File: config.mk
export PLATFORM = sky130hd
export DESIGN_NAME = i2cerr_top
export DESIGN_NICKNAME = d
export VERILOG_FILES = /design/src/i2cerr_pkg.sv /design/src/i2cerr_evt_if.sv /design/src/i2cerr_top.sv /design/src/i2cerr_sync.sv /design/src/i2cerr_irq.sv
export SDC_FILE = /design/constraint.sdc
export NUM_CORES = 1
export LEC_CHECK = 0
export BUFFER_PORTS_ARGS = -buffer_cell sky130_fd_sc_hd__buf_2
export CORE_MARGIN = 5
export CORE_UTILIZATION = 45
export DETAILED_ROUTE_END_ITERATION = 10
export HOLD_SLACK_MARGIN = 0.12
export PLACE_DENSITY_LB_ADDON = 0.3
export SYNTH_ARGS = -nofsm -noshare
export SYNTH_HDL_FRONTEND = slang
export SYNTH_SLANG_ARGS = --single-unit
File: constraint.sdc
create_clock -name hclk -period 4.2 [get_ports hclk]
set_input_delay 0.84 -clock hclk [delete_from_list [all_inputs] [get_ports hclk]]
set_output_delay 0.84 -clock hclk [all_outputs]
set_load 0.005 [all_outputs]
File: src/i2cerr_pkg.sv
/*
  Shared constants for the two-wire error and interrupt block:
  register offsets, event and status bit positions, limits.
  Assumes a 32-bit AHB-Lite register bus and a 100 MHz core clock.
*/
`default_nettype none
package i2cerr_pkg;
  // Event vector layout
  localparam int NEV       = 11;
  localparam int NST       = 5;
  localparam int EV_DONE   = 0;   // Slave transaction done
  localparam int EV_RDONE  = 1;   // Internal read done
  localparam int EV_WDONE  = 2;   // Internal write done
  localparam int EV_CLKLOW = 3;   // Clock-low timeout
  localparam int EV_BYTETO = 4;   // Byte timeout
  localparam int EV_TRNTO  = 5;   // Transaction timeout
  localparam int EV_COLL   = 6;   // Collision
  localparam int EV_NODEV  = 7;   // Boot: no device
  localparam int EV_SIZE   = 8;   // Boot: size error
  localparam int EV_BOOTTO = 9;   // Boot: arbitration timeout
  localparam int EV_PROTO  = 10;  // Boot: protocol error
  // Status bit to related events, status 4 down to 0
  localparam logic [NST-1:0][NEV-1:0] EV_MAP =
    {11'h780, 11'h078, 11'h004, 11'h002, 11'h001};
  // Register byte offsets
  localparam logic [7:0] A_CTRL  = 8'h00;
  localparam logic [7:0] A_STAT  = 8'h04;
  localparam logic [7:0] A_INTEN = 8'h08;
  localparam logic [7:0] A_ISET  = 8'h0C;
  localparam logic [7:0] A_EVEN  = 8'h10;
  localparam logic [7:0] A_EVT   = 8'h14;
  localparam logic [7:0] A_RDATA = 8'h18;
  localparam logic [7:0] A_WDATA = 8'h1C;
  localparam logic [7:0] A_STATE = 8'h20;
  localparam logic [7:0] A_TLOW  = 8'h24;
  localparam logic [7:0] A_TBYTE = 8'h28;
  localparam logic [7:0] A_TTRN  = 8'h2C;
  // Limits and reset values
  localparam int          TO_W      = 16;
  localparam logic [15:0] TO_RST    = 16'hFFFF;
  localparam logic [3:0]  BLK_COUNT = 4'h4;
  localparam logic [2:0]  MAX_TRIES = 3'h6;
  localparam logic [15:0] SZ1_MAX   = 16'h00FF;
  localparam logic [15:0] SZ2_MAX   = 16'h1FFF;
  localparam logic [7:0]  CNT_FILL  = 8'hFF;
  localparam logic [2:0]  CNT_LO    = 3'h2;
  localparam logic [2:0]  CNT_HI    = 3'h7;
  // Loader states
  typedef enum logic [2:0] {
    LD_IDLE  = 3'b000,
    LD_ARB   = 3'b001,
    LD_RUN   = 3'b010,
    LD_END   = 3'b011,
    LD_ABORT = 3'b100
  } i2cerr_ld_type;
endpackage
`default_nettype wire

File: src/i2cerr_evt_if.sv
/*
  Event and register-strobe bundle between the core and the
  interrupt unit. Both ends sit on hclk.
*/
`default_nettype none
interface i2cerr_evt_if;
  import i2cerr_pkg::*;
  logic [NEV-1:0] evt;      // One-cycle event pulses
  logic           stat_rd;  // Status register read
  logic           stat_wr;  // Status write-1-to-clear
  logic           set_wr;   // Test set register write
  logic           inten_wr; // Interrupt enable write
  logic           evten_wr; // Event enable write
  logic           evt_wr;   // Event register write-1-to-clear
  logic [31:0]    wdata;    // Write data
  logic [NST-1:0] status;   // Interrupt status
  logic [NST-1:0] int_en;   // Interrupt enables
  logic [NEV-1:0] event_v;  // New or snapshot events
  logic [NEV-1:0] evt_en;   // Event enables
  logic           irq;      // Interrupt level
  modport core (output evt, stat_rd, stat_wr, set_wr, inten_wr,
                evten_wr, evt_wr, wdata,
                input status, int_en, event_v, evt_en, irq);
  modport intr (input evt, stat_rd, stat_wr, set_wr, inten_wr,
                evten_wr, evt_wr, wdata,
                output status, int_en, event_v, evt_en, irq);
endinterface
`default_nettype wire

File: src/i2cerr_top.sv
/*
  Two-wire interface error handling: slave access errors, boot
  loader errors, and the AHB-Lite register slave for interrupts.
  Assumes the serial engine and loader sequencer run on hclk.
*/
// Functional notes
// Missing register block: read zero, drop write
// Access disabled: use remote data registers only
// Slave timeouts release lines, wait, flag
// Driven one sensed zero is a collision
// Six unacknowledged EEPROM reads abort the load
// Oversized image count aborts with size error
// Records to missing registers dropped silently
// Arbitration not won before timer: abort
// Protocol error or bad count byte aborts
// Enabled status bits drive the interrupt
// Write-one clears only after a status read
// Set register raises status for test
// Events after the read keep status set
// Status read snapshots new events
`default_nettype none
module i2cerr_top #(
  parameter int BOOT_TMO_CYCLES = 1000000
) (
  // Clock and reset
  input  wire logic        hclk,
  input  wire logic        hresetn,
  // AHB-Lite slave
  input  wire logic        hsel,
  input  wire logic [31:0] haddr,
  input  wire logic [1:0]  htrans,
  input  wire logic        hwrite,
  input  wire logic [2:0]  hsize,
  input  wire logic [31:0] hwdata,
  input  wire logic        hready,
  output logic             hreadyout,
  output logic             hresp,
  output logic [31:0]      hrdata,
  output logic             irq,
  // Serial pins, open drain
  input  wire logic        scl_in,
  input  wire logic        serial_data_line_in,
  output logic             scl_oe,
  output logic             serial_data_line_oe,
  // Slave engine
  input  wire logic        slv_active,
  input  wire logic        slv_byte_active,
  input  wire logic        slv_drive_phase,
  input  wire logic        slv_sda_low,
  input  wire logic        slv_scl_hold,
  input  wire logic        slv_req,
  input  wire logic        slv_we,
  input  wire logic [15:0] slv_addr,
  input  wire logic [31:0] slv_wdata,
  output logic             slv_rsp_valid,
  output logic [31:0]      slv_rsp_rdata,
  output logic             slv_wait,
  // Internal register port
  output logic             int_req,
  output logic             int_we,
  output logic [15:0]      int_addr,
  output logic [31:0]      int_wdata,
  input  wire logic        int_ack,
  input  wire logic [31:0] int_rdata,
  // Boot loader sequencer
  input  wire logic        bl_start,
  input  wire logic        bl_arb_won,
  input  wire logic        bl_nack,
  input  wire logic        bl_size_valid,
  input  wire logic [15:0] bl_size,
  input  wire logic        bl_two_byte,
  input  wire logic        bl_cnt_valid,
  input  wire logic [2:0]  bl_cnt_idx,
  input  wire logic [7:0]  bl_cnt_byte,
  input  wire logic        bl_proto_err,
  input  wire logic        bl_rec_valid,
  input  wire logic [15:0] bl_rec_addr,
  input  wire logic [31:0] bl_rec_data,
  input  wire logic        bl_done,
  output logic             bl_retry,
  output logic             bl_abort,
  output logic             init_we,
  output logic [15:0]      init_addr,
  output logic [31:0]      init_data
);
  import i2cerr_pkg::*;

  typedef struct packed {
    logic            dp_wr;     // Write data phase pending
    logic [7:0]      dp_addr;   // Latched write offset
    logic [31:0]     hrdata;    // Read data for the data phase
    logic            int_ena;   // Internal access enable
    logic [31:0]     rdata_reg; // Remote read data register
    logic [31:0]     wdata_reg; // Remote write data register
    logic [TO_W-1:0] to_low;    // Clock-low limit, cycles
    logic [TO_W-1:0] to_byte;   // Byte limit, cycles
    logic [TO_W-1:0] to_trn;    // Transaction limit, cycles
    logic [TO_W-1:0] cnt_low;
    logic [TO_W-1:0] cnt_byte;
    logic [TO_W-1:0] cnt_trn;
    logic            scl_q;     // Previous synced clock
    logic            sda_q;     // Previous synced data
    logic            wait_st;   // Slave parked after a failure
    logic            sda_oe;
    logic            scl_oe;
    logic            pend;      // Internal access outstanding
    logic            rsp_v;
    logic [31:0]     rsp_d;
    logic            int_req;
    logic            int_we;
    logic [15:0]     int_addr;
    logic [31:0]     int_wd;
    i2cerr_ld_type   ld;        // Loader state
    logic [2:0]      tries;     // Unacknowledged attempts
    logic [31:0]     ld_tmr;    // Boot arbitration timer
    logic            retry;
    logic            abort;
    logic            init_we;
    logic [15:0]     init_addr;
    logic [31:0]     init_d;
    logic [NEV-1:0]  evt;       // Event pulses to the irq unit
  } i2cerr_st_type;

  localparam logic [31:0] BOOT_LAST = 32'(BOOT_TMO_CYCLES - 1);

  i2cerr_st_type st_r, st_nxt;
  i2cerr_evt_if  eb ();
  logic          scl_s;        // Synced clock pin
  logic          sda_s;        // Synced data pin
  logic          addr_ph;      // AHB address phase accepted
  logic          to_low_hit;
  logic          to_byte_hit;
  logic          to_trn_hit;
  logic          coll;
  logic          cnt_bad;
  logic          sz_bad;
  logic [31:0]   rd_mux;

  // Pins cross into hclk through two flops each
  i2cerr_sync #(.W(2)) u_sync (
    .hclk    (hclk),
    .hresetn (hresetn),
    .d       ({scl_in, serial_data_line_in}),
    .q       ({scl_s, sda_s})
  );

  // Event, snapshot and status logic
  i2cerr_irq u_irq (
    .hclk    (hclk),
    .hresetn (hresetn),
    .b       (eb.intr)
  );

  // Read mux, decoded on the address phase offset
  always_comb begin
    unique case (haddr[7:0])
      A_CTRL:  rd_mux = {31'h0, st_r.int_ena};
      A_STAT:  rd_mux = {{(32-NST){1'b0}}, eb.status};
      A_INTEN: rd_mux = {{(32-NST){1'b0}}, eb.int_en};
      A_EVEN:  rd_mux = {{(32-NEV){1'b0}}, eb.evt_en};
      A_EVT:   rd_mux = {{(32-NEV){1'b0}}, eb.event_v};
      A_RDATA: rd_mux = st_r.rdata_reg;
      A_WDATA: rd_mux = st_r.wdata_reg;
      A_STATE: rd_mux = {24'h0, st_r.tries, st_r.ld,
                         st_r.pend, st_r.wait_st};
      A_TLOW:  rd_mux = {16'h0, st_r.to_low};
      A_TBYTE: rd_mux = {16'h0, st_r.to_byte};
      A_TTRN:  rd_mux = {16'h0, st_r.to_trn};
      // Unmapped offsets and the write-only set register read zero
      default: rd_mux = 32'h0;
    endcase
  end

  // Register strobes for the interrupt unit
  always_comb begin
    addr_ph     = hsel && hready && htrans[1];
    eb.stat_rd  = addr_ph && !hwrite && (haddr[7:0] == A_STAT);
    eb.stat_wr  = st_r.dp_wr && (st_r.dp_addr == A_STAT);
    eb.set_wr   = st_r.dp_wr && (st_r.dp_addr == A_ISET);
    eb.inten_wr = st_r.dp_wr && (st_r.dp_addr == A_INTEN);
    eb.evten_wr = st_r.dp_wr && (st_r.dp_addr == A_EVEN);
    eb.evt_wr   = st_r.dp_wr && (st_r.dp_addr == A_EVT);
    eb.wdata    = hwdata;
    eb.evt      = st_r.evt;
  end

  // Error detectors on the slave side and in the loader
  always_comb begin
    to_low_hit  = (st_r.to_low != '0) && (st_r.cnt_low == st_r.to_low);
    to_byte_hit = (st_r.to_byte != '0) && (st_r.cnt_byte == st_r.to_byte);
    to_trn_hit  = (st_r.to_trn != '0) && (st_r.cnt_trn == st_r.to_trn);
    // Released line read low on our own rising clock edge
    coll = slv_drive_phase && !slv_sda_low && scl_s && !st_r.scl_q
           && !sda_s;
    cnt_bad = bl_cnt_valid && (bl_cnt_idx >= CNT_LO)
              && (bl_cnt_idx <= CNT_HI) && (bl_cnt_byte != CNT_FILL);
    sz_bad = bl_size_valid && (bl_two_byte ? (bl_size > SZ2_MAX)
                                           : (bl_size > SZ1_MAX));
  end

  // Next-state logic for bus, slave and loader
  always_comb begin
    st_nxt         = st_r;
    st_nxt.evt     = '0;
    st_nxt.rsp_v   = 1'b0;
    st_nxt.retry   = 1'b0;
    st_nxt.abort   = 1'b0;
    st_nxt.init_we = 1'b0;
    st_nxt.dp_wr   = 1'b0;
    st_nxt.scl_q   = scl_s;
    st_nxt.sda_q   = sda_s;

    // AHB address phase: zero wait, read data ready next cycle
    if (addr_ph) begin
      st_nxt.dp_wr   = hwrite;
      st_nxt.dp_addr = haddr[7:0];
      st_nxt.hrdata  = hwrite ? 32'h0 : rd_mux;
    end
    // AHB data phase for own registers
    if (st_r.dp_wr) begin
      unique case (st_r.dp_addr)
        A_CTRL:  st_nxt.int_ena   = hwdata[0];
        A_RDATA: st_nxt.rdata_reg = hwdata;
        A_WDATA: st_nxt.wdata_reg = hwdata;
        A_TLOW:  st_nxt.to_low    = hwdata[TO_W-1:0];
        A_TBYTE: st_nxt.to_byte   = hwdata[TO_W-1:0];
        A_TTRN:  st_nxt.to_trn    = hwdata[TO_W-1:0];
        // Interrupt unit registers and holes need nothing here
        default: st_nxt.int_ena   = st_r.int_ena;
      endcase
    end

    // Timeout counters; they only run while the slave is live
    st_nxt.cnt_low  = (slv_active && !scl_s && !st_r.wait_st)
                      ? st_r.cnt_low + 1'b1 : '0;
    st_nxt.cnt_byte = (slv_byte_active && !st_r.wait_st)
                      ? st_r.cnt_byte + 1'b1 : '0;
    st_nxt.cnt_trn  = (slv_active && !st_r.wait_st)
                      ? st_r.cnt_trn + 1'b1 : '0;

    // Park on any failure; only a STOP on the bus frees us
    if (!st_r.wait_st) begin
      if (to_low_hit || to_byte_hit || to_trn_hit || coll) begin
        st_nxt.wait_st = 1'b1;
        st_nxt.evt[EV_CLKLOW] = to_low_hit;
        st_nxt.evt[EV_BYTETO] = to_byte_hit;
        st_nxt.evt[EV_TRNTO]  = to_trn_hit;
        st_nxt.evt[EV_COLL]   = coll;
      end
    end else if (scl_s && sda_s && !st_r.sda_q) begin
      st_nxt.wait_st = 1'b0;
    end
    // Both lines let go while parked
    st_nxt.sda_oe = slv_sda_low && !st_nxt.wait_st;
    st_nxt.scl_oe = slv_scl_hold && !st_nxt.wait_st;

    // Slave register access request from the engine
    if (slv_req && !st_r.pend && !st_r.wait_st) begin
      if (!st_r.int_ena) begin
        // Remote data registers only; done event still raised
        st_nxt.rsp_v = 1'b1;
        st_nxt.rsp_d = st_r.rdata_reg;
        if (slv_we) st_nxt.wdata_reg = slv_wdata;
        st_nxt.evt[EV_DONE] = 1'b1;
      end else if (slv_addr[15:12] >= BLK_COUNT) begin
        st_nxt.rsp_v = 1'b1;
        st_nxt.rsp_d = 32'h0;
        st_nxt.evt[EV_DONE] = 1'b1;
      end else begin
        st_nxt.pend     = 1'b1;
        st_nxt.int_req  = 1'b1;
        st_nxt.int_we   = slv_we;
        st_nxt.int_addr = slv_addr;
        st_nxt.int_wd   = slv_wdata;
        if (slv_we) st_nxt.wdata_reg = slv_wdata;
      end
    end
    // Internal register answer completes the access
    if (st_r.pend && int_ack) begin
      st_nxt.pend    = 1'b0;
      st_nxt.int_req = 1'b0;
      st_nxt.rsp_v   = 1'b1;
      st_nxt.rsp_d   = st_r.int_we ? 32'h0 : int_rdata;
      if (!st_r.int_we) st_nxt.rdata_reg = int_rdata;
      st_nxt.evt[EV_RDONE] = !st_r.int_we;
      st_nxt.evt[EV_WDONE] = st_r.int_we;
      st_nxt.evt[EV_DONE]  = 1'b1;
    end

    // Boot loader supervision
    unique case (st_r.ld)
      LD_IDLE, LD_END, LD_ABORT: begin
        if (bl_start) begin
          st_nxt.ld     = LD_ARB;
          st_nxt.ld_tmr = 32'h0;
          st_nxt.tries  = 3'h0;
        end
      end
      LD_ARB: begin
        if (bl_arb_won) begin
          st_nxt.ld = LD_RUN;
        end else if (st_r.ld_tmr == BOOT_LAST) begin
          st_nxt.ld = LD_ABORT;
          st_nxt.abort = 1'b1;
          st_nxt.evt[EV_BOOTTO] = 1'b1;
        end else begin
          st_nxt.ld_tmr = st_r.ld_tmr + 1'b1;
        end
      end
      LD_RUN: begin
        if (bl_proto_err || cnt_bad) begin
          st_nxt.ld = LD_ABORT;
          st_nxt.abort = 1'b1;
          st_nxt.evt[EV_PROTO] = 1'b1;
        end else if (sz_bad) begin
          st_nxt.ld = LD_ABORT;
          st_nxt.abort = 1'b1;
          st_nxt.evt[EV_SIZE] = 1'b1;
        end else if (bl_nack) begin
          // The sixth refusal ends the load; earlier ones retry
          if (st_r.tries == MAX_TRIES - 3'h1) begin
            st_nxt.ld = LD_ABORT;
            st_nxt.abort = 1'b1;
            st_nxt.evt[EV_NODEV] = 1'b1;
          end else begin
            st_nxt.tries = st_r.tries + 3'h1;
            st_nxt.retry = 1'b1;
          end
        end else if (bl_rec_valid) begin
          // Missing registers swallow the record, no event
          if (bl_rec_addr[15:12] < BLK_COUNT) begin
            st_nxt.init_we   = 1'b1;
            st_nxt.init_addr = bl_rec_addr;
            st_nxt.init_d    = bl_rec_data;
          end
        end else if (bl_done) begin
          st_nxt.ld = LD_END;
        end
      end
      default: st_nxt.ld = LD_IDLE;
    endcase
  end

  // State register; non-zero reset fields set one by one
  always_ff @(posedge hclk or negedge hresetn) begin
    if (!hresetn) begin
      st_r         <= '0;
      st_r.int_ena <= 1'b1;
      st_r.to_low  <= TO_RST;
      st_r.to_byte <= TO_RST;
      st_r.to_trn  <= TO_RST;
      st_r.scl_q   <= 1'b1;
      st_r.sda_q   <= 1'b1;
      st_r.ld      <= LD_IDLE;
    end else begin
      st_r <= st_nxt;
    end
  end

  // Outputs straight from flops; hreadyout and hresp tied off
  assign hreadyout           = 1'b1;
  assign hresp               = 1'b0;
  assign hrdata              = st_r.hrdata;
  assign irq                 = eb.irq;
  assign scl_oe              = st_r.scl_oe;
  assign serial_data_line_oe = st_r.sda_oe;
  assign slv_rsp_valid       = st_r.rsp_v;
  assign slv_rsp_rdata       = st_r.rsp_d;
  assign slv_wait            = st_r.wait_st;
  assign int_req             = st_r.int_req;
  assign int_we              = st_r.int_we;
  assign int_addr            = st_r.int_addr;
  assign int_wdata           = st_r.int_wd;
  assign bl_retry            = st_r.retry;
  assign bl_abort            = st_r.abort;
  assign init_we             = st_r.init_we;
  assign init_addr           = st_r.init_addr;
  assign init_data           = st_r.init_d;
endmodule // i2cerr_top
`default_nettype wire

File: src/i2cerr_sync.sv
/*
  Two-flop synchroniser for bus pins.
  Assumes inputs are asynchronous to hclk.
*/
`default_nettype none
module i2cerr_sync #(parameter int W = 2) (
  // Clock and reset
  input  wire logic         hclk,
  input  wire logic         hresetn,
  // Data
  input  wire logic [W-1:0] d,
  output logic      [W-1:0] q
);
  typedef struct packed {
    logic [W-1:0] s1;  // First stage, read only by s2
    logic [W-1:0] s2;  // Second stage
  } i2cerr_sy_type;
  i2cerr_sy_type st_r, st_nxt;

  // Shift the pins through both stages
  always_comb begin
    st_nxt    = st_r;
    st_nxt.s1 = d;
    st_nxt.s2 = st_r.s1;
  end

  // Idle bus level is high
  always_ff @(posedge hclk or negedge hresetn) begin
    if (!hresetn) st_r <= '1;
    else          st_r <= st_nxt;
  end

  assign q = st_r.s2;
endmodule // i2cerr_sync
`default_nettype wire

File: src/i2cerr_irq.sv
/*
  New-event, snapshot and status logic with one interrupt level.
  Assumes strobes from the core are single-cycle on hclk.
*/
`default_nettype none
module i2cerr_irq (
  // Clock and reset
  input  wire logic hclk,
  input  wire logic hresetn,
  // Core side
  i2cerr_evt_if.intr b
);
  import i2cerr_pkg::*;
  typedef struct packed {
    logic [NEV-1:0] new_ev;    // Events since last status read
    logic [NEV-1:0] snap;      // Snapshot taken on status read
    logic [NEV-1:0] evt_en;    // Event enables
    logic [NST-1:0] int_en;    // Interrupt enables
    logic           read_seen; // Status read since last clear
    logic           irq;       // Registered interrupt
  } i2cerr_iq_type;
  i2cerr_iq_type  st_r, st_nxt;
  logic [NEV-1:0] ev_act;
  logic [NEV-1:0] clr_m;
  logic [NEV-1:0] set_m;
  logic [NST-1:0] stat_v;

  // Event bookkeeping; hardware set always wins over clears
  always_comb begin
    st_nxt = st_r;
    ev_act = (st_r.new_ev | st_r.snap) & st_r.evt_en;
    clr_m  = '0;
    set_m  = '0;
    for (int s = 0; s < NST; s++) begin
      stat_v[s] = |(ev_act & EV_MAP[s]);
      if (b.wdata[s]) begin
        clr_m = clr_m | EV_MAP[s];
        // Test set raises the first event of the group
        set_m = set_m | (EV_MAP[s] & (~EV_MAP[s] + 1'b1));
      end
    end
    // Snapshot: fold new events in, then empty the new register
    if (b.stat_rd) begin
      st_nxt.snap      = st_r.snap | st_r.new_ev;
      st_nxt.new_ev    = '0;
      st_nxt.read_seen = 1'b1;
    end
    // Clear acts on the snapshot only, so later events survive
    if (b.stat_wr) begin
      if (st_r.read_seen) begin
        st_nxt.snap = st_r.snap & ~(clr_m & st_r.evt_en);
      end
      st_nxt.read_seen = 1'b0;
    end
    // Direct event clear drops both copies
    if (b.evt_wr) begin
      st_nxt.snap   = st_nxt.snap & ~b.wdata[NEV-1:0];
      st_nxt.new_ev = st_nxt.new_ev & ~b.wdata[NEV-1:0];
    end
    if (b.evten_wr) st_nxt.evt_en = b.wdata[NEV-1:0];
    if (b.inten_wr) st_nxt.int_en = b.wdata[NST-1:0];
    st_nxt.new_ev = st_nxt.new_ev | b.evt;
    if (b.set_wr) st_nxt.new_ev = st_nxt.new_ev | set_m;
    st_nxt.irq = |(stat_v & st_r.int_en);
  end

  // All event enables set at reset, interrupts masked
  always_ff @(posedge hclk or negedge hresetn) begin
    if (!hresetn) begin
      st_r        <= '0;
      st_r.evt_en <= '1;
    end else begin
      st_r <= st_nxt;
    end
  end

  assign b.status  = stat_v;
  assign b.int_en  = st_r.int_en;
  assign b.event_v = st_r.new_ev | st_r.snap;
  assign b.evt_en  = st_r.evt_en;
  assign b.irq     = st_r.irq;
endmodule // i2cerr_irq
`default_nettype wire

Yosys cells after proc, flatten, opt, wreduce, memory -nomap -nowiden. Index checks and enable logic that the tools add are counted.

Add/sub/neg operators: 5. Multipliers: 0. Div/mod/pow operators: 0. Magnitude comparators: 6. Eq/ne operators: 43. Shift-type cells: 0. Multiplexer cells: 93. Bitwise operators: 15. Reduce and logical (&&, ||, !) cells: 71.

Operators with widths (number): $mux W32 (12); $pmux W32 S11 (1); $mux W49 (5); $mux W50 (3); $mux W112 (1); $mux W16 (6); $mux W84 (1); $mux W33 (2); $eq A8 B5 Y1 const B (8); $pmux W32 S2 (1); $eq A8 B6 Y1 const B (7); $and A11 B11 Y11 (5); $add A16 B1 Y16 const B (3); $eq A16 B16 Y1 (3); $reduce_bool A16 Y1 (3); $mux W11 (4); $mux W22 (2); $mux W3 (14); $mux W41 (1); $mux W38 (1); $mux W35 (1); $or A11 B11 Y11 (3); $add A32 B1 Y32 const B (1); $eq A32 B20 Y1 const B (1); 43 further kinds (144).

Register bits: 435. Latch bits: 0. RAM bits: 0. ROM bits: 0. Bits of input ports: 248. Output and inout bits: 172. Word-level logic and storage cells: 274. Memories: 0.

Depth between registers and ports, before layout. Gate-level depths: netlist of run 1.

Depth in word-level cells: 15. Depth in mapped cells: 9. Gate-level depth less buffers: 7.

Hierarchy. A second synthesis of run 1 with hierarchy kept.

Cells, all modules: 2024. Area, all modules: 21749.6 um2.

Modules (own cells, without submodules): i2cerr_top (times used 1, cells each 1837, area an instance 19717.7 um2, seq. area each 9823.2 um2); i2cerr_irq (times used 1, cells each 183, area an instance 1926.8 um2, seq. area each 1014.7 um2); i2cerr_sync (times used 1, cells each 4, area an instance 105.1 um2, seq. area each 105.1 um2).

Least setup slack after synthesis of run 1. Ideal clock, no wire load.

Path kind: input-to-reg. Start point: in bl_size[12]. End point: reg st_r (netlist bit init_addr[10]). Library setup time: 0.127 ns. Data arrival time: 2.554 ns. Data required time: 4.073 ns. Slack: 1.519 ns. Cell stages on the path: 8. Buffers on the path: 2. Cell sequence: nor3_1 a21oi_1 o41ai_4 and3_1 nand4b_1 buf_2 buf_1 mux2_1.

Longest elaborated chain between the ends: 5. Elaborated cells between the ends (all ways): 6. Classes of those cells: 2 x order compare; 1 x mux; 1 x bitwise; 2 x reduce/logical.

Ends and longest elaborated chain: start: declaration (line i2cerr_top.sv:70) `input wire logic [15:0] bl_size,`; $gt A16 B8 Y1 / $gt A16 B13 Y1 (equally long branches) (line i2cerr_top.sv:198, i2cerr_top.sv:197); $mux W1 (*) (line i2cerr_top.sv:197) `sz_bad = bl_size_valid && (bl_two_byte ? (bl_size > SZ2_MAX)`; $logic_and A1 B1 Y1 (*) (line i2cerr_top.sv:197); $not A1 Y1 (no source line) (*); $reduce_and A6 Y1 (no source line) (*); end signal: assignment (line i2cerr_top.sv:356) `st_r <= st_nxt;`; end: declaration (line i2cerr_top.sv:126) `i2cerr_st_type st_r, st_nxt;`.

Every way passes the cells marked *; elsewhere a longest branch is shown, timed or not. A chain may end at the register's enable or synchronous reset.

Worst setup path after layout of run 1.
Start point: reg st_r[98] (netlist name). End point: reg st_r[92] (netlist name).

Longest elaborated chain between the ends: 4. Elaborated cells between the ends (all ways): 11. Classes of those cells: 6 x eq/ne; 1 x mux; 4 x reduce/logical.

Ends and longest elaborated chain: $eq A3 B2 Y1 (tied with other cells) (line i2cerr_top.sv:291) `unique case (st_r.ld)`; $reduce_or A3 Y1 (line i2cerr_top.sv:291); $ne A2 B2 Y1 (no source line) / $reduce_bool A2 Y1 (equally long branches); $reduce_and A4 Y1 (no source line).

Several ways; a longest one is shown, not always the timed one.

==> results by group, run 1 <==
Outcome
  – Status: complete, no violations

Drt
  – Via count: 15,910
  – Antenna Nets Post-Route: 0
  – Detail-routed via count per cell: between 5 and 6
  – Routed wire per std cell: 21.75 um
  – DR pass1 iterations: 8
  – Iter 0 DRT Violations: about 1,800
  – Post-Route WL: 60,710 um
  – Remaining DRCs: 0

Synth
  – Flops & latches, synth: 434
  – Yosys top cell area share: 43.66%
  – Seq/Total Area, Yosys: approximately 52%
  – Netlist cell types: 70
  – Synth area leaders: dfrtp_1 44%, dfstp_2 8.2%, mux2_2 8.2%
  – Synth Instances: 1,938
  – EDFF count, synth: 0
  – Synth Flop Type: dfrtp_1
  – Post-Syn Area: 0.02109 sq mm
  – Largest area contributor in the netlist: dfrtp_1
  – Syn_nets: 2,192
  – Average size of a mapped cell: 10.88 sq um
  – Asr flop ratio synth: 100.0%
  – Yosys warns: 0

Timing
  – Fin. Hold Viols: 0
  – Max_slew headroom: 28.08%
  – RSZ-0062 raised after global routing: false
  – Worst Setup Slack, final: between 1 and 1.5 ns
  – Final clock skew: between 0.03 and 0.04 ns
  – Setup violators final: 0
  – Worst-Margin Slew: ~1.1 ns
  – Setup TNS Final: 0 ns
  – Slew Limit Fails: 0
  – Period utilization: about two thirds
  – F_max: ~350 MHz
  – Final period demand of the worst path: 2.844 ns

Setup path
  – Slowest stage delay, CP: 0.61 ns
  – CP Data Required Time: between 4 and 5 ns
  – CP Max Fanout: 17
  – CP arrival: 3.32 ns
  – Buf+Inv Stages, Crit Path: 0
  – Slowest cell on crit path: or3_1
  – Crit path cell chain: nand2b_1 > or3_1 > a2111o_1 > a2111oi_4 > nand3_1 > mux2i_1
  – Reg2Reg Depth: 6
  – Crit. path cell count: 6
  – Worst setup EP type: flip-flop
  – CP Class: flip-flop to flip-flop
  – CP Launch Type: flip-flop
  – Crit-path leading delay family: compound AO/OA/AOI/OAI gates

Power and ir drop
  – Peak supply drop: 0.0003126 V
  – P_leak: 11.75 nW
  – Pwr dens: 504.0 mW/mm^2

Global routing
  – First-pass GRT wire length: 93,390 um
  – Initial antenna violation count: 8
  – GRT Total Usage: between 20% and 30%
  – Largest net degree at the start of global routing: 95
  – Via count of the first global-routing pass: between 15,000 and 20,000
  – GR Overflow Total: 0

Clocking
  – CTS Sinks: 434
  – Root Driver: clkbuf_16
  – H-tree Lvls: 2
  – Hold_buf cts: 0
  – Num CTS Buffers: between 40 and 50
  – Clock latency on the worst-skew pair: 0.61 ns
  – Clock buffer depth: 3
  – CTS resizes: 0
  – Post-CTS setup buffers: 0
  – Worst-path clk slew: 0.06 ns
  – TritonCTS clock tree: built

Floorplanning
  – Chip Width: about 230 um
  – FP Rows: slightly below 80
  – Die Height: 226.5 um
  – Initial Util: 45.40%
  – Boundary pin count: 420
  – Die Area: 0.05130 sq mm
  – Core ar.: 0.04646 sq mm

Placement
  – DP Wirelength: 43,910 um
  – Post-place setup slack: 1.092 ns
  – Port Buf Inserts: between 300 and 400
  – GP Congestion: around 0.94

Layout
  – Register area: 0.01094 sq mm
  – Final #Nets: 2,395
  – Fill cells: 4,179
  – Area Growth Syn to Fin: 14.89%
  – Share of layout cells above drive strength 1: between 30% and 40%
  – Multi-input gate area: 0.008438 sq mm

Hold path
  – Min-Delay Path Class: primary input to asynchronous set/reset pin

Flow run
  – Max Cap Viol: 0
layer usage:
metal | routed length, um | global-route usage (%) | vias up
met4 | 1806 | 7.277 | 8
met2 | 28840 | 36.93 | 696
met5 | 46 | 0 | -
li1 | - | - | 7121
met1 | 24850 | 31.73 | 7947
met3 | 5158 | 5.243 | 134
layout by cell type, fill, tap and decap left out, types with 5 or more instances in the layout:
cell | Yosys | final
o21ai_0 | 96 | 96
nand3_1 | 43 | 39
nand3_2 | 1 | 5
xnor2_1 | 82 | 82
nor2b_1 | 10 | 9
nand4_1 | 37 | 37
a221o_1 | 7 | 7
a21o_1 | 19 | 19
nor4_1 | 33 | 33
buf_4 | 162 | 27
or3_1 | 13 | 13
bufinv_16 | 0 | 6
and3_1 | 18 | 18
a222oi_1 | 40 | 40
a31oi_1 | 8 | 8
and2_1 | 7 | 7
a21oi_1 | 92 | 92
nor3_1 | 19 | 18
clkbuf_16 | 0 | 48
a211oi_1 | 11 | 11
clkbuf_1 | 76 | 6
nand2b_1 | 12 | 11
mux2i_1 | 77 | 77
clkbuf_8 | 0 | 12
clkinv_2 | 0 | 11
buf_2 | 10 | 379
dfrtp_1 | 368 | 368
xor2_1 | 26 | 26
nor2_1 | 150 | 146
ha_1 | 6 | 6
mux2_1 | 18 | 18
dfstp_2 | 66 | 66
mux2_2 | 153 | 153
inv_1 | 50 | 50
nand2_1 | 127 | 127
a22oi_1 | 29 | 29
nor4b_1 | 6 | 5
flip-flops by register name, summed over array words and instances, names as in the netlist:
| signal | count |
|---|---|
| eb.evt | 11 |
| bl_abort | 1 |
| u_sync.st_nxt | 2 |
| u_irq.b.irq | 1 |
| u_irq.b.int_en | 5 |
| int_addr | 16 |
| slv_rsp_rdata | 32 |
| int_we | 1 |
| u_irq.b.evt_en | 11 |
| bl_retry | 1 |
| st_r | 211 |
| u_sync.q | 2 |
| init_data | 32 |
| init_addr | 16 |
| init_we | 1 |
| slv_wait | 1 |
| hrdata | 32 |
| serial_data_line_oe | 1 |
| int_req | 1 |
| int_wdata | 32 |
| u_irq.st_r | 23 |
| scl_oe | 1 |
metrics by stage:
stage / total power [mW] / instances / utilization, % / area (sq um) / hold WS, ns
4_1_cts: 12.32 / 2788 / 52.14 / 24220 / 0.2667
2_1_floorplan: 7.084 / 1938 / - / 21090 / 0.3452
6_report: 12.21 / 2791 / 52.16 / 24230 / 0.2198
3_5_place_dp: 7.807 / 2698 / 48.48 / 22520 / 0.3473
5_1_grt: 12.81 / 2790 / 52.15 / 24230 / 0.2918
3_3_place_gp: 7.711 / 2698 / 48.48 / 22520 / 0.3478
cell families (layout without fill, tap and decap cells):
kind of cell / Yosys count / count (layout) / share of synthesized area (%)
adder cells (fa/ha/maj): 6 / 6 / 0.3559
XOR/XNOR: 108 / 108 / 4.485
buffers and inverters: 308 / 551 / 8.424
other: 2 / 5 / 0.03561
AO/OA/AOI/OAI: 334 / 334 / 10.47
multiplexers: 249 / 249 / 12.89
flip-flops: 434 / 434 / 51.89
AND/OR/NAND/NOR: 497 / 497 / 11.45
synthesized netlist by cell type, drive strengths merged, types with 6 or more instances:
master,count
or3,13
nand2,127
mux2i,77
nand2b,12
ha,6
a222oi,40
o21ai,97
a221o,7
xor2,26
mux2,171
a211oi,12
a22oi,29
nor4b,8
dfrtp,368
and2,9
buf,182
nor3,20
a21o,19
a21oi,92
nand3,44
dfstp,66
inv,50
nor2b,10
and3,18
nand4,37
clkbuf,76
nor2,151
xnor2,82
nor4,33
a31oi,8
power by group:
| part | internal (mW) | switching (mW) |
|---|---|---|
| Sequential | 4.98 | 0.638 |
| Clock | 2.69 | 1.77 |
| Combinational | 1.02 | 1.11 |
| Total | 8.69 | 3.52 |
final timing paths:
kind | endpoint | slack (ns) | start
worst max register to register | st_r[92] | 1.36 | st_r[98]
min in group hclk | u_sync.q[1] | 0.35 | u_sync.st_nxt[1]
worst min register to register | u_sync.q[1] | 0.35 | u_sync.st_nxt[1]
worst min-delay path | hrdata[1] | 0.22 | hresetn
worst max-delay path | st_r[92] | 1.36 | st_r[98]
max in group asynchronous | init_data[15] | 2.93 | hresetn
area by class of cell:
cell class | instances | area share (%)
antenna | 3 | 0.03098
clock buffer | 66 | 5.732
clock inverter | 24 | 1.286
inverter | 50 | 0.7746
multi-input combinational | 1196 | 34.82
sequential | 434 | 45.16
tap | 607 | 3.134
timing repair buffer | 411 | 9.057
No activity file was read; power rests on OpenSTA's default activity.
==> run 2, diff against run 1 <==
ABC_AREA = 1   (was default)
clock period = 2.8 ns   (was 4.2 ns; I/O delays follow)
==> results by group, run 2 <==
Drt
  – Routed wire per std cell: ~19 um
  – Wire length on met3: 5027 um
  – DR pass1 iterations: 6
  – Detail-routed via count per cell: 5.247
  – WL met1: approximately 29,000 um
  – Post-Route WL: 70,350 um
  – Antenna Nets Post-Route: 0
  – Remaining DRCs: 0
  – Highest metal used: met5
  – Routed met2 length: 33,530 um
  – Via count: 19,680
  – Iter 0 DRT Violations: 2,011

Power and ir drop
  – Sw Ratio: 31.72%
  – Combinational group share of total power: 22.5%
  – Seq pwr share: a little over two fifths
  – P_leak: 13.18 nW
  – Clk pwr share: approximately 34%
  – Pwr dens: 729.4 mW/mm^2
  – Peak supply drop: about 0.00076 V
  – Internal power: 12.72 mW
  – Overall Power: 18.64 mW
  – Sw Pwr: 5.912 mW

Setup path
  – CP Max Fanout: 35
  – Worst setup EP type: flip-flop
  – Crit. path cell count: 10
  – Slowest stage delay, CP: 0.42 ns
  – CP Data Required Time: ~3.2 ns
  – CP Class: flip-flop to flip-flop
  – CP Launch Type: flip-flop
  – Most Frequent Cell on Critical Path: nand2_2
  – Reg2Reg Depth: 10
  – Slowest cell on crit path: dfrtp_1
  – Buf+Inv Stages, Crit Path: 0
  – Crit path cell chain: ha_1 > nand2_2 > nor2_4 > nand3_2 > nor2_1 > nand3_1 > nand2_2 > nand2_2 > nand2_4 > o21ai_0
  – CP arrival: 2.70 ns
  – Crit-path leading delay family: simple AND/OR/NAND/NOR gates

Timing
  – F_max: between 400 and 500 MHz
  – Period utilization: 80.77%
  – Worst Setup Slack, final: 0.5386 ns
  – Setup TNS Final: 0 ns
  – Final period demand of the worst path: 2.261 ns
  – Fin. Hold Viols: 0
  – Setup violators final: 0
  – Min Hold Slack: ~0.17 ns
  – Max_slew headroom: 49.47%
  – RSZ-0062 raised after global routing: false
  – Slew Limit Fails: 0
  – Worst-Margin Slew: 0.7561 ns
  – Final clock skew: 0.01811 ns

Global routing
  – GR Overflow Total: 0
  – Initial antenna violation count: 13
  – First-pass GRT wire length: about 110,000 um
  – Largest net degree at the start of global routing: 93
  – GRT Total Usage: around a quarter
  – Via count of the first global-routing pass: 19,330

Layout
  – Post-route core utilization: 52.08%
  – Most flops, register: st_r
  – Area Growth Syn to Fin: 14.19%
  – Fill cells: 4,663
  – Max reg flops: approximately 210
  – Share of layout cells above drive strength 1: 19.80%
  – Final #Nets: 3,293
  – Most common cell after layout, fill and taps aside: nand2_1
  – Commonest cells after routing, fill and taps aside: 776 x nand2_1, 379 x buf_2, 368 x dfrtp_1, 350 x inv_1, 230 x nor2_1

Synth
  – Multiplexer share of the synthesized area: 0.1510%
  – Synth Instances: 2,824
  – Synth Area in XOR/XNOR: 1.762%
  – Seq/Total Area, Yosys: 48.91%
  – Flops & latches, synth: 434
  – Yosys warns: 0
  – Largest family of logic cells by synthesized area: simple AND/OR/NAND/NOR gates
  – Synth Area in Compound Gates: 12.70%
  – EDFF count, synth: 0
  – Syn_nets: 3,078
  – Post-synthesis adder-cell area fraction: 0.3356%
  – Average size of a mapped cell: 7.922 sq um
  – Synth Flop Type: dfrtp_1
  – Post-Syn Area: 0.02237 sq mm
  – Synth area leaders: dfrtp_1 41%, nand2_1 13%, dfstp_2 7.8%
  – Synth Area in Simple Gates: 22.63%
  – Largest area contributor in the netlist: dfrtp_1
  – Asr flop ratio synth: 100.0%
  – Count leader, synth: nand2_1
  – Synth top cells by count: 776 x nand2_1, 368 x dfrtp_1, 350 x inv_1
  – Yosys top cell area share: between 40% and 50%
  – Netlist cell types: 53

Clocking
  – Clock buffer depth: 3
  – TritonCTS clock tree: built
  – CTS resizes: 0
  – Num CTS Buffers: 49
  – CTS Sinks: 434
  – Clock latency on the worst-skew pair: 0.59 ns
  – H-tree Lvls: 2
  – Worst-path clk slew: 0.07 ns
  – Root Driver: clkbuf_16

Floorplanning
  – FP Rows: 81
  – Die Height: ~230 um
  – Initial Util: 45.61%
  – Boundary pin count: 420
  – Chip Width: between 200 and 250 um
  – Die Area: around 0.054 sq mm
  – Core ar.: between 0.04 and 0.05 sq mm

Hold path
  – Hold depth: 2
  – Min-Delay Path Class: primary input to flip-flop

Placement
  – DP Wirelength: 52,000 um
  – Port Buf Inserts: 380
  – Post-place setup slack: around 0.25 ns
  – GP Congestion: roughly 1.0

Flow run
  – Max Cap Viol: 0

Outcome
  – Status: complete, no violations
## run 2: cell types whose count changed in the layout (fill, tap and decap cells not counted), sizes merged, moves of 34 or more
cell,before,now
xnor2,82,20
a222oi,40,0
a21oi,92,33
inv,53,356
mux2i,77,0
o21ai,97,316
nand3,44,98
o211ai,3,37
mux2,171,3
nor2,151,236
o22ai,4,47
nand2,127,782
## run 2: power by group through the flow
stage          combinational [mW]  sequential, mW  clock (mW)
4_1_cts                      4.21            8.05        6.50
6_report                     4.18            8.07        6.38
5_1_grt                      4.69            8.20        6.77
2_1_floorplan                3.16            7.99           0
3_5_place_dp                 4.18            8.16           0
3_3_place_gp                 4.07            8.10           0
## run 2: final timing paths
path	slack [ns]	to	startpoint
hold / removal	0.17	init_we	bl_rec_addr[15]
setup / recovery	0.54	st_r[93]	st_r[62]
max in group asynchronous	1.43	u_sync.q[0]	hresetn
hold reg to reg	0.36	u_sync.q[1]	u_sync.st_nxt[1]
setup reg to reg	0.54	st_r[93]	st_r[62]
min in group asynchronous	0.54	st_r[336]	hresetn
## run 2: metrics by stage
stage / cell area (sq um) / std cells
after floorplan: 22370 / 2824
after global placement: 23920 / 3649
after detailed placement: 23920 / 3649
after CTS: 25520 / 3740
after global routing: 25550 / 3750
final: 25550 / 3751
## run 2: metal layers
metal,up-vias,track usage [%]
li1,9329,-
met1,9426,34.91
met2,761,41.42
met3,165,4.808
met4,2,8.455
met5,-,0
## run 2: timing repair
item,4_1_cts,5_1_grt
endpoints found under the hold margin,33,0
buffers inserted,0,0
hold buffers,3,0
## run 2: layout make-up
class	instances	area, sq um	area share, %
tap	664	830.8	3.252
inverter	357	1340	5.245
clock buffer	71	1370	5.363
timing repair buffer	426	2390	9.354
multi-input combinational	1771	8444	33.05
sequential	434	10940	42.83
clock inverter	17	202.7	0.7934
antenna	11	27.53	0.1077
## run 2: kinds of logic after synthesis
family | count (synthesis)
AND/OR/NAND/NOR | 1221
buffers and inverters | 619
AO/OA/AOI/OAI | 494
flip-flops | 434
XOR/XNOR | 45
adder cells (fa/ha/maj) | 6
multiplexers | 3
other | 2
==> run 3, diff against run 2 <==
clock period = 2.3 ns   (was 2.8 ns; I/O delays follow)
==> results by group, run 3 (same netlist as run 2, synthesis figures left out) <==
Global routing
  – Via count of the first global-routing pass: 19,820
  – GR Overflow Total: 0
  – Largest net degree at the start of global routing: 93
  – First-pass GRT wire length: ~110,000 um
  – GRT Total Usage: a little over a quarter
  – Initial antenna violation count: 2

Setup path
  – Critical Path End: hrdata[10]
  – CP Max Fanout: 11
  – CP Class: primary input to flip-flop
  – RR Startpoint: slv_wait
  – CP arrival: about 2.7 ns
  – Worst Setup SP: haddr[0]
  – CP Data Required Time: 2.82 ns
  – R2R setup slack: 0.23 ns
  – Crit Reg-Reg Endpoint: st_r[298]
  – Worst setup EP type: flip-flop
  – CP Launch Type: primary input
  – Reg2Reg Depth: 7

Timing
  – Worst-Margin Slew: approximately 0.7 ns
  – Setup TNS Final: 0 ns
  – Fin. Hold Viols: 0
  – RSZ-0062 raised after global routing: false
  – Max_slew headroom: 54.02%
  – Final clock skew: 0.02540 ns
  – Worst Setup Slack, final: approximately 0.14 ns
  – Setup violators final: 0
  – F_max: 463.6 MHz
  – Period utilization: 93.79%
  – Slew Limit Fails: 0
  – Final period demand of the worst path: 2.157 ns
  – Min Hold Slack: between 0.1 and 0.15 ns

Layout
  – Post-route core utilization: around 54%
  – Final #Nets: 3,396
  – Fill cells: 4,618
  – Most common cell after layout, fill and taps aside: nand2_1
  – Max reg flops: roughly 210
  – Most flops, register: st_r
  – Area Growth Syn to Fin: 19.08%
  – Commonest cells after routing, fill and taps aside: 776 x nand2_1, 379 x buf_2, 367 x dfrtp_1, 350 x inv_1, 228 x nor2_1
  – Share of layout cells above drive strength 1: roughly 20%

Clocking
  – Num CTS Buffers: 48
  – Post-CTS setup buffers: 0
  – H-tree Lvls: 2
  – Root Driver: clkbuf_16
  – CTS Sinks: 434
  – Clock latency on the worst-skew pair: 0.59 ns
  – TritonCTS clock tree: built
  – Worst-path clk slew: 0.06 ns
  – Clock buffer depth: 3

Placement
  – DP Wirelength: 52,860 um
  – Post-place setup slack: 0.1391 ns
  – GP Congestion: around 0.93
  – Port Buf Inserts: 380

Floorplanning
  – FP Rows: 81
  – Core ar.: just under 0.05 sq mm
  – Boundary pin count: 420
  – Initial Util: around 46%
  – Die Height: approximately 230 um
  – Die Area: about 0.054 sq mm
  – Chip Width: 233.0 um

Drt
  – Detail-routed via count per cell: 5.223
  – Iter 0 DRT Violations: 1,874
  – DR pass1 iterations: 6
  – Post-Route WL: between 70,000 and 80,000 um
  – Routed wire per std cell: ~19 um
  – Via count: 20,090
  – Remaining DRCs: 0
  – Antenna Nets Post-Route: 0

Power and ir drop
  – Peak supply drop: 0.0005878 V
  – Pwr dens: 869.3 mW/mm^2
  – P_leak: 13.69 nW

Hold path
  – Min-Delay Path Class: primary input to flip-flop
  – Hold depth: 3

Outcome
  – Status: complete, no violations

Flow run
  – Max Cap Viol: 0
==> run 3: worst max-delay path: stages <==
cell and delay (ns):
dlygate4sd3_1 0.53, buf_2 0.13, nor2_2 0.23, nand2_1 0.08, nor2_1 0.27, nand2_1 0.22, buf_4 0.24, o22ai_1 0.17
nor2_1 0.10, nand2_1 0.09, nand2_1 0.08, nand2_1 0.07
==> run 3: metal layers <==
metal	vias to the layer above	track usage, %	wire length [um]	part of all wire, %
met5	-	0	0	0
met4	0	9.378	2743	3.8
met3	157	4.893	5305	7.3
met2	808	43.55	34460	48
met1	9590	34.96	29810	41
li1	9539	-	-	-
==> run 3: cell type report <==
class / count / area, sq um / area share (%)
Sequential cell: 434 / 10940 / 41.08
Clock buffer: 73 / 1456 / 5.467
Antenna cell: 2 / 5.005 / 0.01879
Clock inverter: 16 / 172.7 / 0.6481
Tap cell: 664 / 830.8 / 3.119
Multi-Input combinational cell: 1771 / 8454 / 31.73
Timing Repair Buffer: 530 / 3437 / 12.90
Inverter: 357 / 1340 / 5.030
==> run 3: worst min-delay path by stage <==
stage | start | end | slack, ns
finish | int_rdata[6] | st_r[323] | 0.14
global route | bl_rec_data[4] | init_data[4] | 0.13
CTS | int_rdata[9] | st_r[326] | 0.12
detailed placement | hresetn | st_r[298] | 0.32
global placement | hresetn | st_r[298] | 0.32
floorplan | hresetn | bl_abort | 0.16
==> run 3: power by group <==
| group | switching, mW | internal, mW |
|---|---|---|
| logic | 3.35 | 2.04 |
| clock network | 3.22 | 4.71 |
| registers | 0.755 | 9.08 |
==> run 3: through the flow <==
stage               area, sq um  cells  power, mW
floorplan                 22370   2824      13.57
global placement          24070   3664      14.98
detailed placement        24070   3664      15.17
CTS                       26620   3845      23.30
global route              26640   3847      24.40
finish                    26640   3847      23.16
==> run 3: repair_timing <==
item / in CTS / in global routing
resized for setup: 0 / 7
hold buffers: 92 / 0
endpoints found under the setup margin: 0 / 31
endpoints found under the hold margin: 470 / 0
